$ cat src/pkg/dwd_pkg.sv
// Constants shared by the dual watchdog timeout logic.
// Functional notes
// Prescale codes 0-5 divide 4..128, 6-7 divide 256
// Twelve-bit reload value, full 0x000 to 0xfff range
// Independent counter advances on low-speed oscillator edges
// Oscillator-domain crossing adds up to one period
// Timer base codes 0-3 give prescaler 1,2,4,8
// Window timeout spans one to 64 ticks
// Expire after reload+1 ticks; window tick 4096*prescale
package dwd_pkg;
   // ****************************************************
   // Independent watchdog
   // ****************************************************
   localparam int unsigned INDEPENDENT_WATCHDOG_CNT_W     = 12;      // Reload width
   localparam int unsigned INDEPENDENT_WATCHDOG_PS_W      = 8;       // Prescale counter
   localparam int unsigned INDEPENDENT_WATCHDOG_PR_W      = 3;       // Prescale select
   localparam logic [8:0]  INDEPENDENT_WATCHDOG_DIV_BASE  = 9'h004;  // Divide at code 0
   localparam logic [2:0]  INDEPENDENT_WATCHDOG_PR_MAX    = 3'h6;    // Codes above clamp
   localparam logic [11:0] INDEPENDENT_WATCHDOG_CNT_RST   = 12'hfff; // Counter reset
   // ****************************************************
   // Window watchdog
   // ****************************************************
   localparam int unsigned WINDOW_WATCHDOG_PS_W      = 15;      // Tick prescaler
   localparam logic [15:0] WINDOW_WATCHDOG_DIV_BASE  = 16'h1000;// Bus clock / 4096
   localparam int unsigned WINDOW_WATCHDOG_CNT_W     = 7;       // Countdown width
   localparam logic [6:0]  WINDOW_WATCHDOG_EXPIRE    = 7'h40;   // Last live value
   localparam logic [6:0]  WINDOW_WATCHDOG_CNT_RST   = 7'h7f;   // Counter reset
endpackage

$ cat src/dwd_sync.sv
// Two-stage synchroniser for an asynchronous level.
`timescale 1ns/1ps
module dwd_sync (
   // Clock and reset
   input  wire logic ref_clk,
   input  wire logic rst_n,
   // Level in and out
   input  wire logic async_in,
   output logic      sync_out
);
   logic meta_q;   // First stage, read only by second

   // ****************************************************
   // Two flip-flops in series
   // ****************************************************
   always_ff @(posedge ref_clk or negedge rst_n) begin
      if (!rst_n) begin
         meta_q   <= 1'b0;
         sync_out <= 1'b0;
      end else begin
         meta_q   <= async_in;
         sync_out <= meta_q;
      end
   end
endmodule // dwd_sync

$ cat src/dwd_top.sv
// Timeout logic for the independent and window watchdogs.
`timescale 1ns/1ps
module dwd_top (
   // Clock and reset
   input  wire logic        ref_clk,
   input  wire logic        rst_n,
   // Low-speed oscillator pin
   input  wire logic        low_speed_osc,
   // Independent watchdog control
   input  wire logic        independent_watchdog_enable,
   input  wire logic [2:0]  independent_watchdog_prescale_select,
   input  wire logic [11:0] reload_value,
   input  wire logic        independent_watchdog_refresh,
   // Window watchdog control
   input  wire logic        window_watchdog_enable,
   input  wire logic [1:0]  window_timer_base,
   input  wire logic [6:0]  window_watchdog_load_value,
   input  wire logic        window_watchdog_refresh,
   // Status
   output logic [11:0]      independent_watchdog_count_q,
   output logic             independent_watchdog_timeout_q,
   output logic [6:0]       window_watchdog_count_q,
   output logic             window_watchdog_timeout_q
);
   // ****************************************************
   // Oscillator edge detection
   // ****************************************************
   logic osc_sync;     // Synchronised oscillator level
   logic osc_prev_q;   // Previous synchronised level
   logic osc_rise;     // One cycle per oscillator period

   // Oscillator passes two flops before any logic
   dwd_sync u_osc_sync (
      .ref_clk  (ref_clk),
      .rst_n    (rst_n),
      .async_in (low_speed_osc),
      .sync_out (osc_sync)
   );

   // Remember last level for the edge
   always_ff @(posedge ref_clk or negedge rst_n) begin
      if (!rst_n) begin
         osc_prev_q <= 1'b0;
      end else begin
         osc_prev_q <= osc_sync;
      end
   end

   assign osc_rise = osc_sync & ~osc_prev_q;

   // ****************************************************
   // Independent watchdog
   // ****************************************************
   logic [7:0]  independent_watchdog_ps_q;      // Oscillator edge prescaler
   logic [7:0]  independent_watchdog_ps_d;
   logic [11:0] independent_watchdog_cnt_d;     // Countdown next value
   logic        independent_watchdog_pend_q;    // Refresh waiting for an edge
   logic        independent_watchdog_pend_d;
   logic        independent_watchdog_tout_d;    // Timeout pulse next value
   logic [2:0]  independent_watchdog_sel;       // Clamped prescale code
   logic [8:0]  independent_watchdog_div;       // Divide ratio
   logic [7:0]  independent_watchdog_term;      // Last prescaler value
   logic        independent_watchdog_tick;      // One prescaled tick

   // Codes 6 and 7 both select divide-by-256
   always_comb begin
      independent_watchdog_sel  = (independent_watchdog_prescale_select >= dwd_pkg::INDEPENDENT_WATCHDOG_PR_MAX) ?
                  dwd_pkg::INDEPENDENT_WATCHDOG_PR_MAX : independent_watchdog_prescale_select;
      independent_watchdog_div  = dwd_pkg::INDEPENDENT_WATCHDOG_DIV_BASE << independent_watchdog_sel;
      independent_watchdog_term = 8'(independent_watchdog_div - 9'h001);
   end

   assign independent_watchdog_tick = independent_watchdog_enable & osc_rise & ~independent_watchdog_pend_q &
                      ~independent_watchdog_refresh & (independent_watchdog_ps_q >= independent_watchdog_term);

   // Next state of prescaler, countdown and refresh
   always_comb begin
      independent_watchdog_ps_d   = independent_watchdog_ps_q;
      independent_watchdog_cnt_d  = independent_watchdog_count_q;
      independent_watchdog_pend_d = independent_watchdog_pend_q;
      independent_watchdog_tout_d = 1'b0;
      if (!independent_watchdog_enable) begin
         // Idle: hold the reload so start is clean
         independent_watchdog_ps_d   = 8'h00;
         independent_watchdog_cnt_d  = reload_value;
         independent_watchdog_pend_d = 1'b0;
      end else if (osc_rise) begin
         if (independent_watchdog_pend_q || independent_watchdog_refresh) begin
            // Refresh lands only on an oscillator edge
            independent_watchdog_ps_d   = 8'h00;
            independent_watchdog_cnt_d  = reload_value;
            independent_watchdog_pend_d = 1'b0;
         end else if (independent_watchdog_tick) begin
            independent_watchdog_ps_d = 8'h00;
            if (independent_watchdog_count_q == 12'h000) begin
               // Tick at zero is the reload+1-th one
               independent_watchdog_tout_d = 1'b1;
               independent_watchdog_cnt_d  = reload_value;
            end else begin
               independent_watchdog_cnt_d = independent_watchdog_count_q - 12'h001;
            end
         end else begin
            independent_watchdog_ps_d = independent_watchdog_ps_q + 8'h01;
         end
      end else if (independent_watchdog_refresh) begin
         // Between edges, park the refresh
         independent_watchdog_pend_d = 1'b1;
      end
   end

   // Register the independent watchdog state
   always_ff @(posedge ref_clk or negedge rst_n) begin
      if (!rst_n) begin
         independent_watchdog_ps_q      <= 8'h00;
         independent_watchdog_count_q   <= dwd_pkg::INDEPENDENT_WATCHDOG_CNT_RST;
         independent_watchdog_pend_q    <= 1'b0;
         independent_watchdog_timeout_q <= 1'b0;
      end else begin
         independent_watchdog_ps_q      <= independent_watchdog_ps_d;
         independent_watchdog_count_q   <= independent_watchdog_cnt_d;
         independent_watchdog_pend_q    <= independent_watchdog_pend_d;
         independent_watchdog_timeout_q <= independent_watchdog_tout_d;
      end
   end

   // ****************************************************
   // Window watchdog
   // ****************************************************
   logic [14:0] window_watchdog_ps_q;     // Bus clock prescaler
   logic [14:0] window_watchdog_ps_d;
   logic [6:0]  window_watchdog_cnt_d;    // Countdown next value
   logic        window_watchdog_tout_d;   // Timeout pulse next value
   logic [15:0] window_watchdog_div;      // 4096 times prescaler
   logic [14:0] window_watchdog_term;     // Last prescaler value
   logic        window_watchdog_tick;     // One window tick

   // Timer base code n gives prescaler 2**n
   always_comb begin
      window_watchdog_div  = dwd_pkg::WINDOW_WATCHDOG_DIV_BASE << window_timer_base;
      window_watchdog_term = 15'(window_watchdog_div - 16'h0001);
   end

   assign window_watchdog_tick = window_watchdog_enable & ~window_watchdog_refresh &
                      (window_watchdog_ps_q >= window_watchdog_term);

   // Next state of prescaler and countdown
   always_comb begin
      window_watchdog_ps_d   = window_watchdog_ps_q;
      window_watchdog_cnt_d  = window_watchdog_count_q;
      window_watchdog_tout_d = 1'b0;
      if (!window_watchdog_enable) begin
         window_watchdog_ps_d  = 15'h0000;
         window_watchdog_cnt_d = window_watchdog_load_value;
      end else if (window_watchdog_refresh) begin
         // Refresh restarts the tick as well
         window_watchdog_ps_d  = 15'h0000;
         window_watchdog_cnt_d = window_watchdog_load_value;
      end else if (window_watchdog_tick) begin
         window_watchdog_ps_d = 15'h0000;
         if (window_watchdog_count_q[6]) begin
            // Live while the top bit stands
            window_watchdog_cnt_d = window_watchdog_count_q - 7'h01;
            if (window_watchdog_count_q == dwd_pkg::WINDOW_WATCHDOG_EXPIRE) begin
               window_watchdog_tout_d = 1'b1;
            end
         end
      end else begin
         window_watchdog_ps_d = window_watchdog_ps_q + 15'h0001;
      end
   end

   // Register the window watchdog state
   always_ff @(posedge ref_clk or negedge rst_n) begin
      if (!rst_n) begin
         window_watchdog_ps_q      <= 15'h0000;
         window_watchdog_count_q   <= dwd_pkg::WINDOW_WATCHDOG_CNT_RST;
         window_watchdog_timeout_q <= 1'b0;
      end else begin
         window_watchdog_ps_q      <= window_watchdog_ps_d;
         window_watchdog_count_q   <= window_watchdog_cnt_d;
         window_watchdog_timeout_q <= window_watchdog_tout_d;
      end
   end
endmodule // dwd_top

$ cat config.mk
export PLATFORM = sky130hd
export DESIGN_NAME = dwd_top
export DESIGN_NICKNAME = d
export VERILOG_FILES = /design/src/pkg/dwd_pkg.sv /design/src/dwd_sync.sv /design/src/dwd_top.sv
export SDC_FILE = /design/constraint.sdc
export NUM_CORES = 1
export LEC_CHECK = 0
export ABC_CLOCK_PERIOD_IN_PS = 2270
export BUFFER_PORTS_ARGS = -buffer_cell sky130_fd_sc_hd__buf_2
export CORE_AREA = 4 4 80 82
export DETAILED_ROUTE_END_ITERATION = 16
export DIE_AREA = 0 0 84 86
export GPL_TIMING_DRIVEN = 0
export PLACE_DENSITY = 0.74
export SYNTH_ARGS = -nofsm -noshare
export SYNTH_HDL_FRONTEND = slang
export SYNTH_HIERARCHICAL = 1
export SYNTH_SLANG_ARGS = --single-unit
$ cat constraint.sdc
create_clock -name ref_clk -period 2.27 [get_ports ref_clk]
set_clock_uncertainty 0.2 [all_clocks]
set_input_delay 0.3405 -clock ref_clk [delete_from_list [all_inputs] [get_ports ref_clk]]
set_output_delay 0.3405 -clock ref_clk [all_outputs]
set_load 0.02 [all_outputs]
Word level (Yosys, flattened, before mapping)
Index checks and enable logic that the tools add are counted.
{"block": "totals", "ff_bits": 48, "latchBits": 0, "ram_bits": 0, "mem_bits_ro": 0, "elab_cells": 76, "n_memories": 0}
{"block": "classes", "addsub": 6, "multipliers": 0, "div": 0, "order_cmp": 3, "n_eq_ne": 7, "shift": 2, "muxes": 31, "bitwise": 11, "reduce_logical": 5}
{"cell": "12-bit two-way mux", "count": 5}
{"cell": "15-bit two-way mux", "count": 3}
{"cell": "8-bit two-way mux", "count": 4}
{"cell": "7-bit two-way mux", "count": 4}
{"cell": "15-bit by 1-bit adder with 15-bit output, second input constant", "count": 1}
{"cell": "15-bit >= comparator", "count": 1}
{"cell": "13-bit by 2-bit left shift with 15-bit output, first input constant", "count": 1}
{"cell": "15-bit by 1-bit subtractor with 15-bit output, second input constant", "count": 1}
{"cell": "1-bit two-way mux", "count": 14}
{"cell": "12-bit zero test", "count": 1}
{"cell": "3-bit by 1-bit inequality test with 1-bit output, second input constant", "count": 4}
{"cell": "12-bit by 1-bit subtractor with 12-bit output, second input constant", "count": 1}
{"cell": "8-bit by 1-bit adder with 8-bit output, second input constant", "count": 1}
{"cell": "8-bit >= comparator", "count": 1}
{"cell": "3-bit by 3-bit left shift with 8-bit output, first input constant", "count": 1}
{"cell": "8-bit by 1-bit subtractor with 8-bit output, second input constant", "count": 1}
{"cell": "1-bit bitwise AND", "count": 7}
{"cell": "7-bit equality test, second input constant", "count": 1}
{"cell": "7-bit by 1-bit subtractor with 7-bit output, second input constant", "count": 1}
{"cell": "2-bit AND reduction", "count": 3}
{"cell": "1-bit inverter", "count": 4}
{"cell": "3-bit >= comparator, second input constant", "count": 1}
{"cell": "3-bit two-way mux", "count": 1}
{"cell": "3-bit by 2-bit inequality test with 1-bit output, second input constant", "count": 1}
{"cell": "other kinds (2)", "count": 2}

Longest topological paths before layout
Gate-level depths: netlist (run 1).
{"block": "depth", "ltp_word": 10, "mapped_depth": 8}

Cells and area by module
The synthesis (run 1) kept the hierarchy.
{"module": "dwd_top", "n_inst": 1, "cells_per_inst": 291, "area_per_inst_um2": 2730.1, "seq_area_each_um2": 1174.9}
{"module": "dwd_sync", "n_inst": 1, "cells_per_inst": 2, "area_per_inst_um2": 50.0, "seq_area_each_um2": 50.0}

Worst setup path before layout (run 1)
No wires, ideal clock.
{"block": "synth_path", "path_type": "input to register", "startpoint": "input port independent_watchdog_prescale_select[0]", "endpoint": "register independent_watchdog_count_q[0]", "setup_time_ps": 75, "t_arrival_ps": 2021, "setup_slack_ps": -26, "cell_stages": 8, "path_cell_list": "nor3_1 -> ha_1 -> and3_1 -> o2111ai_1 -> o2111a_1 -> clkbuf_1 -> a21oi_1 -> mux2i_1"}
{"block": "synth_via", "elab_chain_len": 8}
{"element": "start, declared", "line_no": "dwd_top.sv:11", "text": "input wire logic [2:0] independent_watchdog_prescale_select,"}
{"element": "3-bit >= comparator", "line_no": "dwd_top.sv:67", "text": "independent_watchdog_sel = (independent_watchdog_prescale_select >= dwd_pkg::INDEPENDENT_WATCHDOG_PR_MAX) ?"}
{"element": "3-bit two-way mux *", "line_no": "dwd_top.sv:67"}
{"element": "3-bit by 3-bit left shift with 8-bit output *", "line_no": "dwd_top.sv:69", "text": "independent_watchdog_div = dwd_pkg::INDEPENDENT_WATCHDOG_DIV_BASE << independent_watchdog_sel;"}
{"element": "8-bit by 1-bit subtractor with 8-bit output *", "line_no": "dwd_top.sv:70", "text": "independent_watchdog_term = 8'(independent_watchdog_div - 9'h001);"}
{"element": "8-bit >= comparator *", "line_no": "dwd_top.sv:74", "text": "~independent_watchdog_refresh & (independent_watchdog_ps_q >= independent_watchdog_term);"}
{"element": "1-bit bitwise AND *", "line_no": "dwd_top.sv:74"}
{"element": "3-bit by 1-bit inequality test with 1-bit output (no source line) *"}
{"element": "2-bit AND reduction (no source line) *"}
{"element": "end signal, assigned", "line_no": "dwd_top.sv:115", "text": "independent_watchdog_count_q <= dwd_pkg::INDEPENDENT_WATCHDOG_CNT_RST;"}
{"element": "end signal, assigned", "line_no": "dwd_top.sv:120", "text": "independent_watchdog_count_q <= independent_watchdog_cnt_d;"}
{"element": "end, declared", "line_no": "dwd_top.sv:20", "text": "output logic [11:0] independent_watchdog_count_q,"}
Mark *: on every way between the ends. The rest lies on a longest branch, timed or not.
A chain may end at the register's enable or synchronous reset.

Worst setup path in the final report (run 1)
{"block": "layout_path", "startpoint": "register independent_watchdog_count_q[0]", "endpoint": "register independent_watchdog_count_q[8]"}
{"block": "layout_via", "elab_chain_len": 6, "elab_cells_between_ends": 7, "classes_between": "add/sub: 1; mux: 5; reduce/logical: 1"}
{"element": "12-bit by 1-bit subtractor with 12-bit output or 12-bit zero test (tied branches)", "line_no": "dwd_top.sv:100, dwd_top.sv:95"}
{"element": "12-bit two-way mux *", "line_no": "dwd_top.sv:95", "text": "if (independent_watchdog_count_q == 12'h000) begin"}
{"element": "12-bit two-way mux *", "line_no": "dwd_top.sv:93", "text": "end else if (independent_watchdog_tick) begin"}
{"element": "12-bit two-way mux *", "line_no": "dwd_top.sv:88", "text": "if (independent_watchdog_pend_q || independent_watchdog_refresh) begin"}
{"element": "12-bit two-way mux *", "line_no": "dwd_top.sv:87", "text": "end else if (osc_rise) begin"}
{"element": "12-bit two-way mux *", "line_no": "dwd_top.sv:82", "text": "if (!independent_watchdog_enable) begin"}
Mark *: on every way between the ends. The rest lies on a longest branch, timed or not. The select of a mux whose other input is x is not followed.

==> results of run 1 <==
[Yosys cell counts (4+ instances only)]
master	n
nand3_1	10
nor2_1	42
o21ai_1	13
a31oi_1	5
nand4_1	4
dfstp_2	19
nand2_1	17
ha_1	14
a21o_1	6
or3_1	10
xnor2_1	10
and3_1	4
nor3_1	10
dfrtp_1	29
xor2_1	8
a21oi_1	17
inv_1	11
o21ai_0	12
[routing by layer]
layer / vias to the layer above / track usage (%) / wire length, microns
li1: 1197 / - / -
met1: 1148 / 22.7 / 2820
met2: 73 / 28.5 / 3150
met3: 9 / 3.65 / 333
met4: 0 / 5.70 / 82
met5: - / 0 / 0
[repair_timing]
item / 4_1_cts / 5_1_grt
gates resized for setup: 4 / 18
pin swaps: 5 / 13
setup endpoints to repair: 24 / 30
endpoints found under the hold margin: 1 / 0
hold buffers: 1 / 0
setup buffers: 7 / 6
[final timing paths]
check	cells after the start	slack [ns]	to
setup / recovery	7	0.07	independent_watchdog_count_q[8]
hold / removal	1	0.02	independent_watchdog_pend_q
setup reg to reg	7	0.07	independent_watchdog_count_q[8]
hold reg to reg	0	0.16	u_osc_sync/sync_out
max in group asynchronous	1	1.21	window_watchdog_ps_q[12]
min in group ref_clk	3	0.04	window_watchdog_count_q[0]
[layout by cell type, fill, tap and decap left out, types with 10 or more instances in the layout]
cell / synthesis / final
o21ai_1: 13 / 14
dfstp_2: 19 / 19
nand2_1: 17 / 16
xnor2_1: 10 / 10
a21oi_1: 17 / 16
dfrtp_1: 29 / 29
nor2_1: 42 / 42
nand3_1: 10 / 10
buf_4: 1 / 14
ha_1: 14 / 12
o21ai_0: 12 / 11
buf_2: 1 / 52
[cells by family (layout without fill, tap and decap cells)]
kind of cell             count (synthesis)  in the layout
AND/OR/NAND/NOR                        121            121
adder cells (fa/ha/maj)                 14             14
multiplexers                             2              2
buffers and inverters                   17             89
XOR/XNOR                                18             18
flip-flops                              48             48
AO/OA/AOI/OAI                           73             73
[per-stage QoR]
step / setup TNS, ns / setup slack (ns) / total power [mW] / hold slack [ns] / util (%)
after floorplan: 0 / 0.0521 / 1.23 / -0.155 / -
after global placement: -4.80 / -0.344 / 1.36 / 0.136 / 54.5
after detailed placement: -5.60 / -0.376 / 1.37 / 0.145 / 54.5
after CTS: -0.0506 / -0.0275 / 2.00 / 0.0258 / 57.7
after global routing: -0.0795 / -0.0334 / 2.13 / 0.0464 / 59.9
final: 0 / 0.0732 / 2.02 / 0.0232 / 59.9
[sequential cells by signal, indices dropped and copies added (netlist names)]
| register | count |
|---|---|
| independent_watchdog_timeout_q | 1 |
| osc_prev_q | 1 |
| independent_watchdog_count_q | 12 |
| u_osc_sync/meta_q | 1 |
| u_osc_sync/sync_out | 1 |
| window_watchdog_count_q | 7 |
| window_watchdog_timeout_q | 1 |
| window_watchdog_ps_q | 15 |
| independent_watchdog_pend_q | 1 |
| independent_watchdog_ps_q | 8 |
[area by class of cell]
cell class / count / area share (%)
Clock inverter: 3 / 1.24
Multi-Input combinational cell: 228 / 45.7
Buffer: 5 / 1.02
Sequential cell: 48 / 35.6
Clock buffer: 5 / 2.00
Inverter: 11 / 1.20
Tap cell: 75 / 2.73
Timing Repair Buffer: 65 / 10.5
[power breakdown]
group          switching (mW)  internal, mW  leakage (nW)  total [mW]
Clock                   0.295         0.326        0.0541       0.621
Combinational           0.231         0.161         0.915       0.392
Sequential             0.0674         0.939         0.595        1.01
[critical path, stage by stage (launching register included)]
cell,delay [ns]
dfstp_2,0.39
inv_2,0.09
ha_4,0.14
or3b_4,0.37
or3_4,0.40
nor3_4,0.19
a31oi_1,0.12
o22a_1,0.23
==> results.yml, run 1 <==
sta:
  tightest_slew_ns: 1.04
  maxSlewViolCount: 0
  post-route-period-util_pct: 96.8
  finalHoldViolations: 0
  rsz0062_at_grt: "yes"
  period_minus_slack_ns: 2.20
  timing.fmax_ghz: 0.455
  maxSlewHeadroom_pct: 30.8
  setup_viol: 0
synthesis:
  synth_area_sq_um: 2780
  yosys.area_share.simple_pct: 23.0
  synth_fa_ha_area_share_pct: 6.30
  synth.mux.area_fraction_pct: 0.900
  avgSynthCellArea_sq_um: 9.49
  synth.largest_area_cell: "dfrtp_1"
  synth_cell_type_count: 54
  ys.flop_type: "dfrtp_1"
  synth_nets: 338
  yosys.area.top_type_share_pct: 26.1
  ys_seq_area_share_pct: 44.1
  synthArstFlopShare_pct: 100
  synth_compound_area_share_pct: 17.3
  synth_top_family_by_area: "simple AND/OR/NAND/NOR gates"
  netlist_instances: 293
  yosys_warnings: 6
  synth-edff-count: 0
  yosys_register_bits: 48
  synthXorXnorAreaFrac_pct: 5.67
  synth_area_leaders: "dfrtp_1 26%, dfstp_2 18%, ha_1 6.3%"
routing:
  drt_iter0_drc: 105
  wl_per_cell_microns: 14.5
  route.vias.total: 2427
  firstDrtPassIters: 4
  wirelength_mm: 6.39
  drc_errors: 0
  drt-vias-per-instance: 5.52
  ant_nets: 0
cells_and_area:
  final-seq-area_sq_um: 1220
  area_growth_pct: 23.8
  fillCellCount: 504
  nNetsFinal: 409
  drive_gt1_share_pct: 33.4
  stdcell_area_sq_um: 3440
  insertedDiodeCount: 0
  multi_input_area_sq_um: 1570
  fin_cells: 440
clocking:
  cts_made_buffers: 5
  htree_levels: 2
  clkSinkCount: 48
  tritoncts: "yes"
  path_clk_slew_ns: 0.10
  cts-root-buf: "clkbuf_8"
  cts_buffer_depth: 2
  worstSkewPairLatency_ns: 0.30
place:
  dp.cells: 419
  place_area_sq_um: 3130
  routabilityCongestion: 0.840
  place_hpwl_mm: 4.43
  portBuffers: 51
floorplan:
  die_x_microns: 84
  fp-row-count: 28
  start_util_pct: 48.4
  io_pins: 52
  die_area_sq_um: 7220
  core_sq_um: 5750
  fp.dieH_microns: 86
global_route:
  overflow: 0
  grt_pass1_wl_mm: 10.2
  grt_pass1_vias: 2243
  grt.total_usage_pct: 17.2
  grt_max_degree: 49
  antenna_found_initial: 0
setup_path:
  worstPathMaxFanout: 4
  r2r_start: "independent_watchdog_count_q[0]"
  critPathCaptureType: "register"
  arrival_ns: 2.24
  start_kind: "register"
  critPathKind: "register to register"
  cp.required_ns: 2.31
  crit_start: "independent_watchdog_count_q[0]"
worst_hold_path:
  hold_class: "primary input to asynchronous set/reset pin"
power_and_ir_drop:
  power_leakage_nw: 1.56
  vdd_drop_max_v: 0.000406
  p_per_area_nw_per_um2: 587
run_status:
  status: "finished, final reports clean"
flow_run:
  drv_cap: 0
(Power assumes the default switching activity.)
==> run 2, diff against run 1 <==
- CORE_AREA: 4 4 80 82 -> 4 4 95 97
- DIE_AREA: 0 0 84 86 -> 0 0 99 101
- PLACE_DENSITY: 0.74 -> default
- TNS_END_PERCENT: default -> 50
==> run 2 against run 1 <==
  * Largest cell class unchanged
  * Via count grew 0.62%
  * Critical path depth is the same
  * Non-clock buffer count grew 1
  * Routed wire length grew 3.0%
  * Sequential power is essentially flat
  * Final area grew 1.0%
  * First-iteration DRC count shrank 43%
  * Flip-flop and latch count is the same
  * Critical endpoint is now window_watchdog_count_q[4]
  * Clock power shrank 13%
==> results.yml, run 2 (same netlist as run 1, synthesis figures left out) <==
run_status:
  status: "finished, final reports clean"
floorplan:
  io_pins: 52
  die_x_microns: 99
  die_area_sq_um: 10000
  fp.dieH_microns: 101
  core_sq_um: 8130
  start_util_pct: 34.2
  fp-row-count: 33
setup_path:
  cp.buffers_inverters: 1
  cp_top_family: "simple AND/OR/NAND/NOR gates"
  ff2ff_path_depth: 7
  critPathKind: "register to register"
  arrival_ns: 2.30
  start_kind: "register"
  critPathMaxStageDelay_ns: 0.43
  worstPathMaxFanout: 7
  critPathCaptureType: "register"
  cp_slowest_cell: "dfrtp_1"
  cp.required_ns: 2.30
  cp.depth: 7
  rrSetupSlack_ns: 0.004
  crit_chain: "ha_4, nand4_1, nor4_4, a22oi_2, buf_4, or3_1, a31oi_1"
routing:
  firstDrtPassIters: 4
  wirelength_mm: 6.58
  ant_nets: 0
  drt-vias-per-instance: 5.18
  route.vias.total: 2442
  drt_iter0_drc: 60
  drc_errors: 0
  wl_per_cell_microns: 14.0
global_route:
  grt_max_degree: 49
  grt_use_met2_pct: 23.2
  overflow: 0
  met3_usage_pct: 3.81
  top_usage_layer: "met2"
  grt_pass1_wl_mm: 11.3
  grt.total_usage_pct: 13.7
  grt_pass1_vias: 2430
  antenna_found_initial: 2
  met1_usage_pct: 17.5
sta:
  maxSlewHeadroom_pct: 29.2
  maxSlewViolCount: 0
  rsz0062_at_grt: "yes"
  post-route-period-util_pct: 99.8
  finalHoldViolations: 0
  setup_viol: 0
  period_minus_slack_ns: 2.27
  fin_tns_setup_ns: 0
  tightest_slew_ns: 1.06
  timing.fmax_ghz: 0.441
  whs_ns: 0.0263
cells_and_area:
  final_cell_mix: "52 x buf_2, 42 x nor2_1, 29 x dfrtp_1"
  drive_gt1_share_pct: 33.1
  reg_top3: "window_watchdog_ps_q x15, independent_watchdog_count_q x12, independent_watchdog_ps_q x8"
  fin_cells: 471
  nNetsFinal: 410
  stdcell_area_sq_um: 3480
  area_growth_pct: 25.1
  largest_reg_flops: 15
  insertedDiodeCount: 0
  fillCellCount: 819
  final_common_cell: "buf_2"
  regMostFlops: "window_watchdog_ps_q"
power_and_ir_drop:
  power_leakage_nw: 1.56
  p_per_area_nw_per_um2: 558
  pwr-share-seq_pct: 52.0
  power_frac_clock_pct: 27.8
  fin_total_pwr_mw: 1.94
  swShare_pct: 30.3
  combPwrFrac_pct: 20.2
  p_sw_mw: 0.588
  intPower_mw: 1.35
  vdd_drop_max_v: 0.000283
place:
  portBuffers: 51
  routabilityCongestion: 0.762
  place_area_sq_um: 3170
  place_hpwl_mm: 4.73
  dp.cells: 449
flow_run:
  drv_cap: 0
clocking:
  htree_levels: 2
  clkSinkCount: 48
  cts-root-buf: "clkbuf_8"
  worstSkewPairLatency_ns: 0.30
  cts_made_buffers: 5
  path_clk_slew_ns: 0.09
  tritoncts: "yes"
  cts_buffer_depth: 2
worst_hold_path:
  hold_class: "primary input to asynchronous set/reset pin"
-- run 2: metrics by stage --
stage               utilization [%]  setup WS [ns]
floorplan                         -         0.0521
global placement               38.9         -0.356
detailed placement             38.9         -0.363
CTS                            40.7        -0.0659
global route                   42.7        -0.0951
finish                         42.7        0.00386
-- run 2: timing repair --
action	4_1_cts	5_1_grt
setup endpoints to repair	23	29
buffers inserted	3	11
hold buffers	1	0
gates cloned	0	0
hold endpoints to repair	1	0
pin swaps	3	14
resized for setup	5	16
-- run 2: power groups by stage --
stage                     logic (mW)  clock network, mW  registers, mW
after floorplan                0.169                  0           1.06
after global placement         0.351                  0           1.01
after detailed placement       0.355                  0           1.02
after CTS                      0.367              0.563           1.00
after global routing           0.439              0.598           1.02
final                          0.391              0.539           1.01
-- run 2: metal layers --
metal / share of wire, % / up-vias
li1: - / 1207
met1: 46 / 1167
met2: 47 / 54
met3: 5.8 / 10
met4: 0.78 / 4
met5: 0.44 / -
-- run 2: final timing paths --
path,startpoint,to
setup / recovery,window_watchdog_ps_q[13],window_watchdog_count_q[4]
hold / removal,rst_n,independent_watchdog_pend_q
setup reg to reg,window_watchdog_ps_q[13],window_watchdog_count_q[4]
hold reg to reg,u_osc_sync/meta_q,u_osc_sync/sync_out
max in group asynchronous,rst_n,window_watchdog_ps_q[1]
min in group ref_clk,window_watchdog_load_value[1],window_watchdog_count_q[1]
-- run 2: final cells by class --
class	count	area, sq um	area share [%]
timing repair buffer	66	370	10.7
clock inverter	1	8.76	0.252
inverter	11	41.3	1.19
sequential	48	1220	35.2
clock buffer	7	86.3	2.48
buffer	5	35.0	1.01
tap	105	131	3.78
multi-input combinational	228	1580	45.4
-- run 2: worst reg2reg max path, stage by stage (launching register included) --
cell and delay, ns:
dfrtp_1 0.43, ha_4 0.29, nand4_1 0.13, nor4_4 0.37
a22oi_2 0.16, buf_4 0.17, or3_1 0.29, a31oi_1 0.16
==> run 3, diff against run 2 <==
- ABC_CLOCK_PERIOD_IN_PS: 2270 -> 2050
- CORE_AREA: 4 4 95 97 -> 2 2 93 95
- DIE_AREA: 0 0 99 101 -> 0 0 95 97
- clock period: 2.27 -> 2.05 ns (I/O delays scaled with it)
==> run 3 against run 2 <==
  * Highest routed layer is now met4
  * The flow now finishes with violations (negative hold slack, negative setup slack)
  * Worst hold slack got worse by 0.030 ns
  * First-iteration DRC count increased by 1.7%
  * Critical endpoint is now independent_watchdog_count_q[1]
  * Critical path type unchanged
  * Via count increased by 6.2%
  * Die area decreased by 7.8%
==> results.yml, run 3 (same netlist as run 1, synthesis figures left out) <==
run_status:
  status: "complete, but fails checks"
  violations: "negative hold slack, negative setup slack"
cells_and_area:
  fin_cells: 492
  final_cell_mix: "51 x buf_2, 38 x nor2_1, 28 x dfrtp_1"
  final_common_cell: "buf_2"
  largest_reg_flops: 15
  fillCellCount: 773
  multi_input_area_sq_um: 1750
  reg_top3: "window_watchdog_ps_q x15, independent_watchdog_count_q x12, independent_watchdog_ps_q x8"
  drive_gt1_share_pct: 44.4
  nNetsFinal: 429
  area_growth_pct: 38.5
  final-seq-area_sq_um: 1230
  regMostFlops: "window_watchdog_ps_q"
setup_path:
  ff2ff_path_depth: 8
  crit_start: "independent_watchdog_count_q[1]"
  start_kind: "register"
  crit_end: "independent_watchdog_count_q[1]"
  critPathMaxStageDelay_ns: 0.48
  crit_top_cell: "buf_6"
  r2r_start: "independent_watchdog_count_q[1]"
  cp.required_ns: 2.10
  cp_slowest_cell: "or4b_4"
  critPathCaptureType: "register"
  rr_endpoint: "independent_watchdog_count_q[1]"
  rrSetupSlack_ns: -0.12
  arrival_ns: 2.21
  critPathKind: "register to register"
  worstPathMaxFanout: 6
  crit_chain: "inv_2, ha_4, or4b_4, o31ai_4, buf_6, buf_6, o21ai_2, mux2_4"
place:
  portBuffers: 51
  place_hpwl_mm: 4.61
  dp.cells: 449
  routabilityCongestion: 0.792
global_route:
  grt_max_degree: 49
  grt_pass1_vias: 2646
  antenna_found_initial: 2
  overflow: 0
  grt.total_usage_pct: 16.7
  grt_pass1_wl_mm: 12.5
routing:
  drc_errors: 0
  wirelength_mm: 7.35
  firstDrtPassIters: 4
  route.vias.total: 2593
  drt_iter0_drc: 61
  ant_nets: 0
  wl_per_cell_microns: 14.9
  drt-vias-per-instance: 5.27
clocking:
  path_clk_slew_ns: 0.11
  worstSkewPairLatency_ns: 0.31
  cts_buffer_depth: 2
  cts_made_buffers: 5
  cts-root-buf: "clkbuf_8"
  clkSinkCount: 48
  htree_levels: 2
  tritoncts: "yes"
power_and_ir_drop:
  power_leakage_nw: 1.68
  fin_total_pwr_mw: 2.28
  p_per_area_nw_per_um2: 591
  vdd_drop_max_v: 0.000283
sta:
  rsz0062_at_grt: "yes"
  fin_tns_setup_ns: -1.06
  setup_ws_ns: -0.115
  post-route-period-util_pct: 106
  timing.fmax_ghz: 0.462
  maxSlewHeadroom_pct: 26.5
  period_minus_slack_ns: 2.17
  setup_viol: 16
  whs_ns: -0.00351
  tightest_slew_ns: 1.10
  maxSlewViolCount: 0
  finalHoldViolations: 2
flow_run:
  drv_cap: 0
floorplan:
  io_pins: 52
  fp.dieH_microns: 97
  die_x_microns: 95
  core_sq_um: 8130
  fp-row-count: 33
  die_area_sq_um: 9220
  start_util_pct: 34.2
worst_hold_path:
  hold_class: "primary input to asynchronous set/reset pin"
run 3: cell types whose count changed in the layout (fill, tap and decap cells not counted), moves of 4 or more:
cell,delta
a21oi_1,-5
a21oi_2,+5
ha_1,-5
o21ai_0,-4
buf_6,+9
buf_4,+9
nor2_1,-4
ha_4,+4
run 3: how the worst min path moves through the flow:
stage / endpoint / slack (ns) / startpoint / depth (start not counted)
finish: independent_watchdog_ps_q[2] / -0.004 / rst_n / 1
global route: window_watchdog_count_q[1] / 0.03 / window_watchdog_load_value[1] / 3
CTS: window_watchdog_count_q[1] / 0.007 / window_watchdog_load_value[1] / 3
detailed placement: u_osc_sync/sync_out / 0.14 / u_osc_sync/meta_q / 0
global placement: u_osc_sync/sync_out / 0.14 / u_osc_sync/meta_q / 0
floorplan: independent_watchdog_pend_q / -0.19 / rst_n / 0
run 3: area by class of cell:
| class | count | area share [%] |
|---|---|---|
| inverters | 11 | 1.14 |
| repair buffers | 85 | 14.2 |
| plain buffers | 5 | 1.40 |
| well taps | 105 | 3.41 |
| flip-flops and latches | 48 | 31.8 |
| clock inverters | 2 | 0.390 |
| diodes | 2 | 0.130 |
| clock buffers | 6 | 2.14 |
| multi-input cells | 228 | 45.4 |
run 3: per-layer routing:
layer	vias up	global-route usage (%)	wire length (microns)
met5	-	0	0
met4	0	3.34	46
met3	9	4.36	392
met2	71	28.6	3680
met1	1264	20.9	3220
li1	1249	-	-
run 3: per-stage QoR:
step | utilization [%] | setup slack, ns | instance area, sq um
finish | 47.3 | -0.115 | 3850
global route | 47.3 | -0.206 | 3840
CTS | 45.4 | -0.192 | 3690
global placement | 39.0 | -0.548 | 3170
detailed placement | 39.0 | -0.600 | 3170
floorplan | - | -0.136 | 2790
run 3: report_power, final:
group          leakage [nW]  switching, mW  internal, mW  total, mW
logic                  1.04          0.298         0.242      0.541
clock network        0.0434          0.348         0.274      0.623
registers             0.594         0.0724          1.04       1.11
run 3: timing repair:
item,CTS,global route
cloned,3,0
hold endpoints to repair,2,0
pin swaps,19,18
hold buffers,2,0
buffers inserted,28,1
setup endpoints to repair,32,40
gates resized for setup,41,34
run 3: worst max-delay path, delay by kind of cell, from the launching register on:
kind,cells,cell delay [ns]
DFF,1,0.41
adders and majority gates,1,0.12
muxes,1,0.24
AOI/OAI and AO/OA,2,0.28
buffers and inverters,3,0.37
and+or+nand+nor,1,0.48
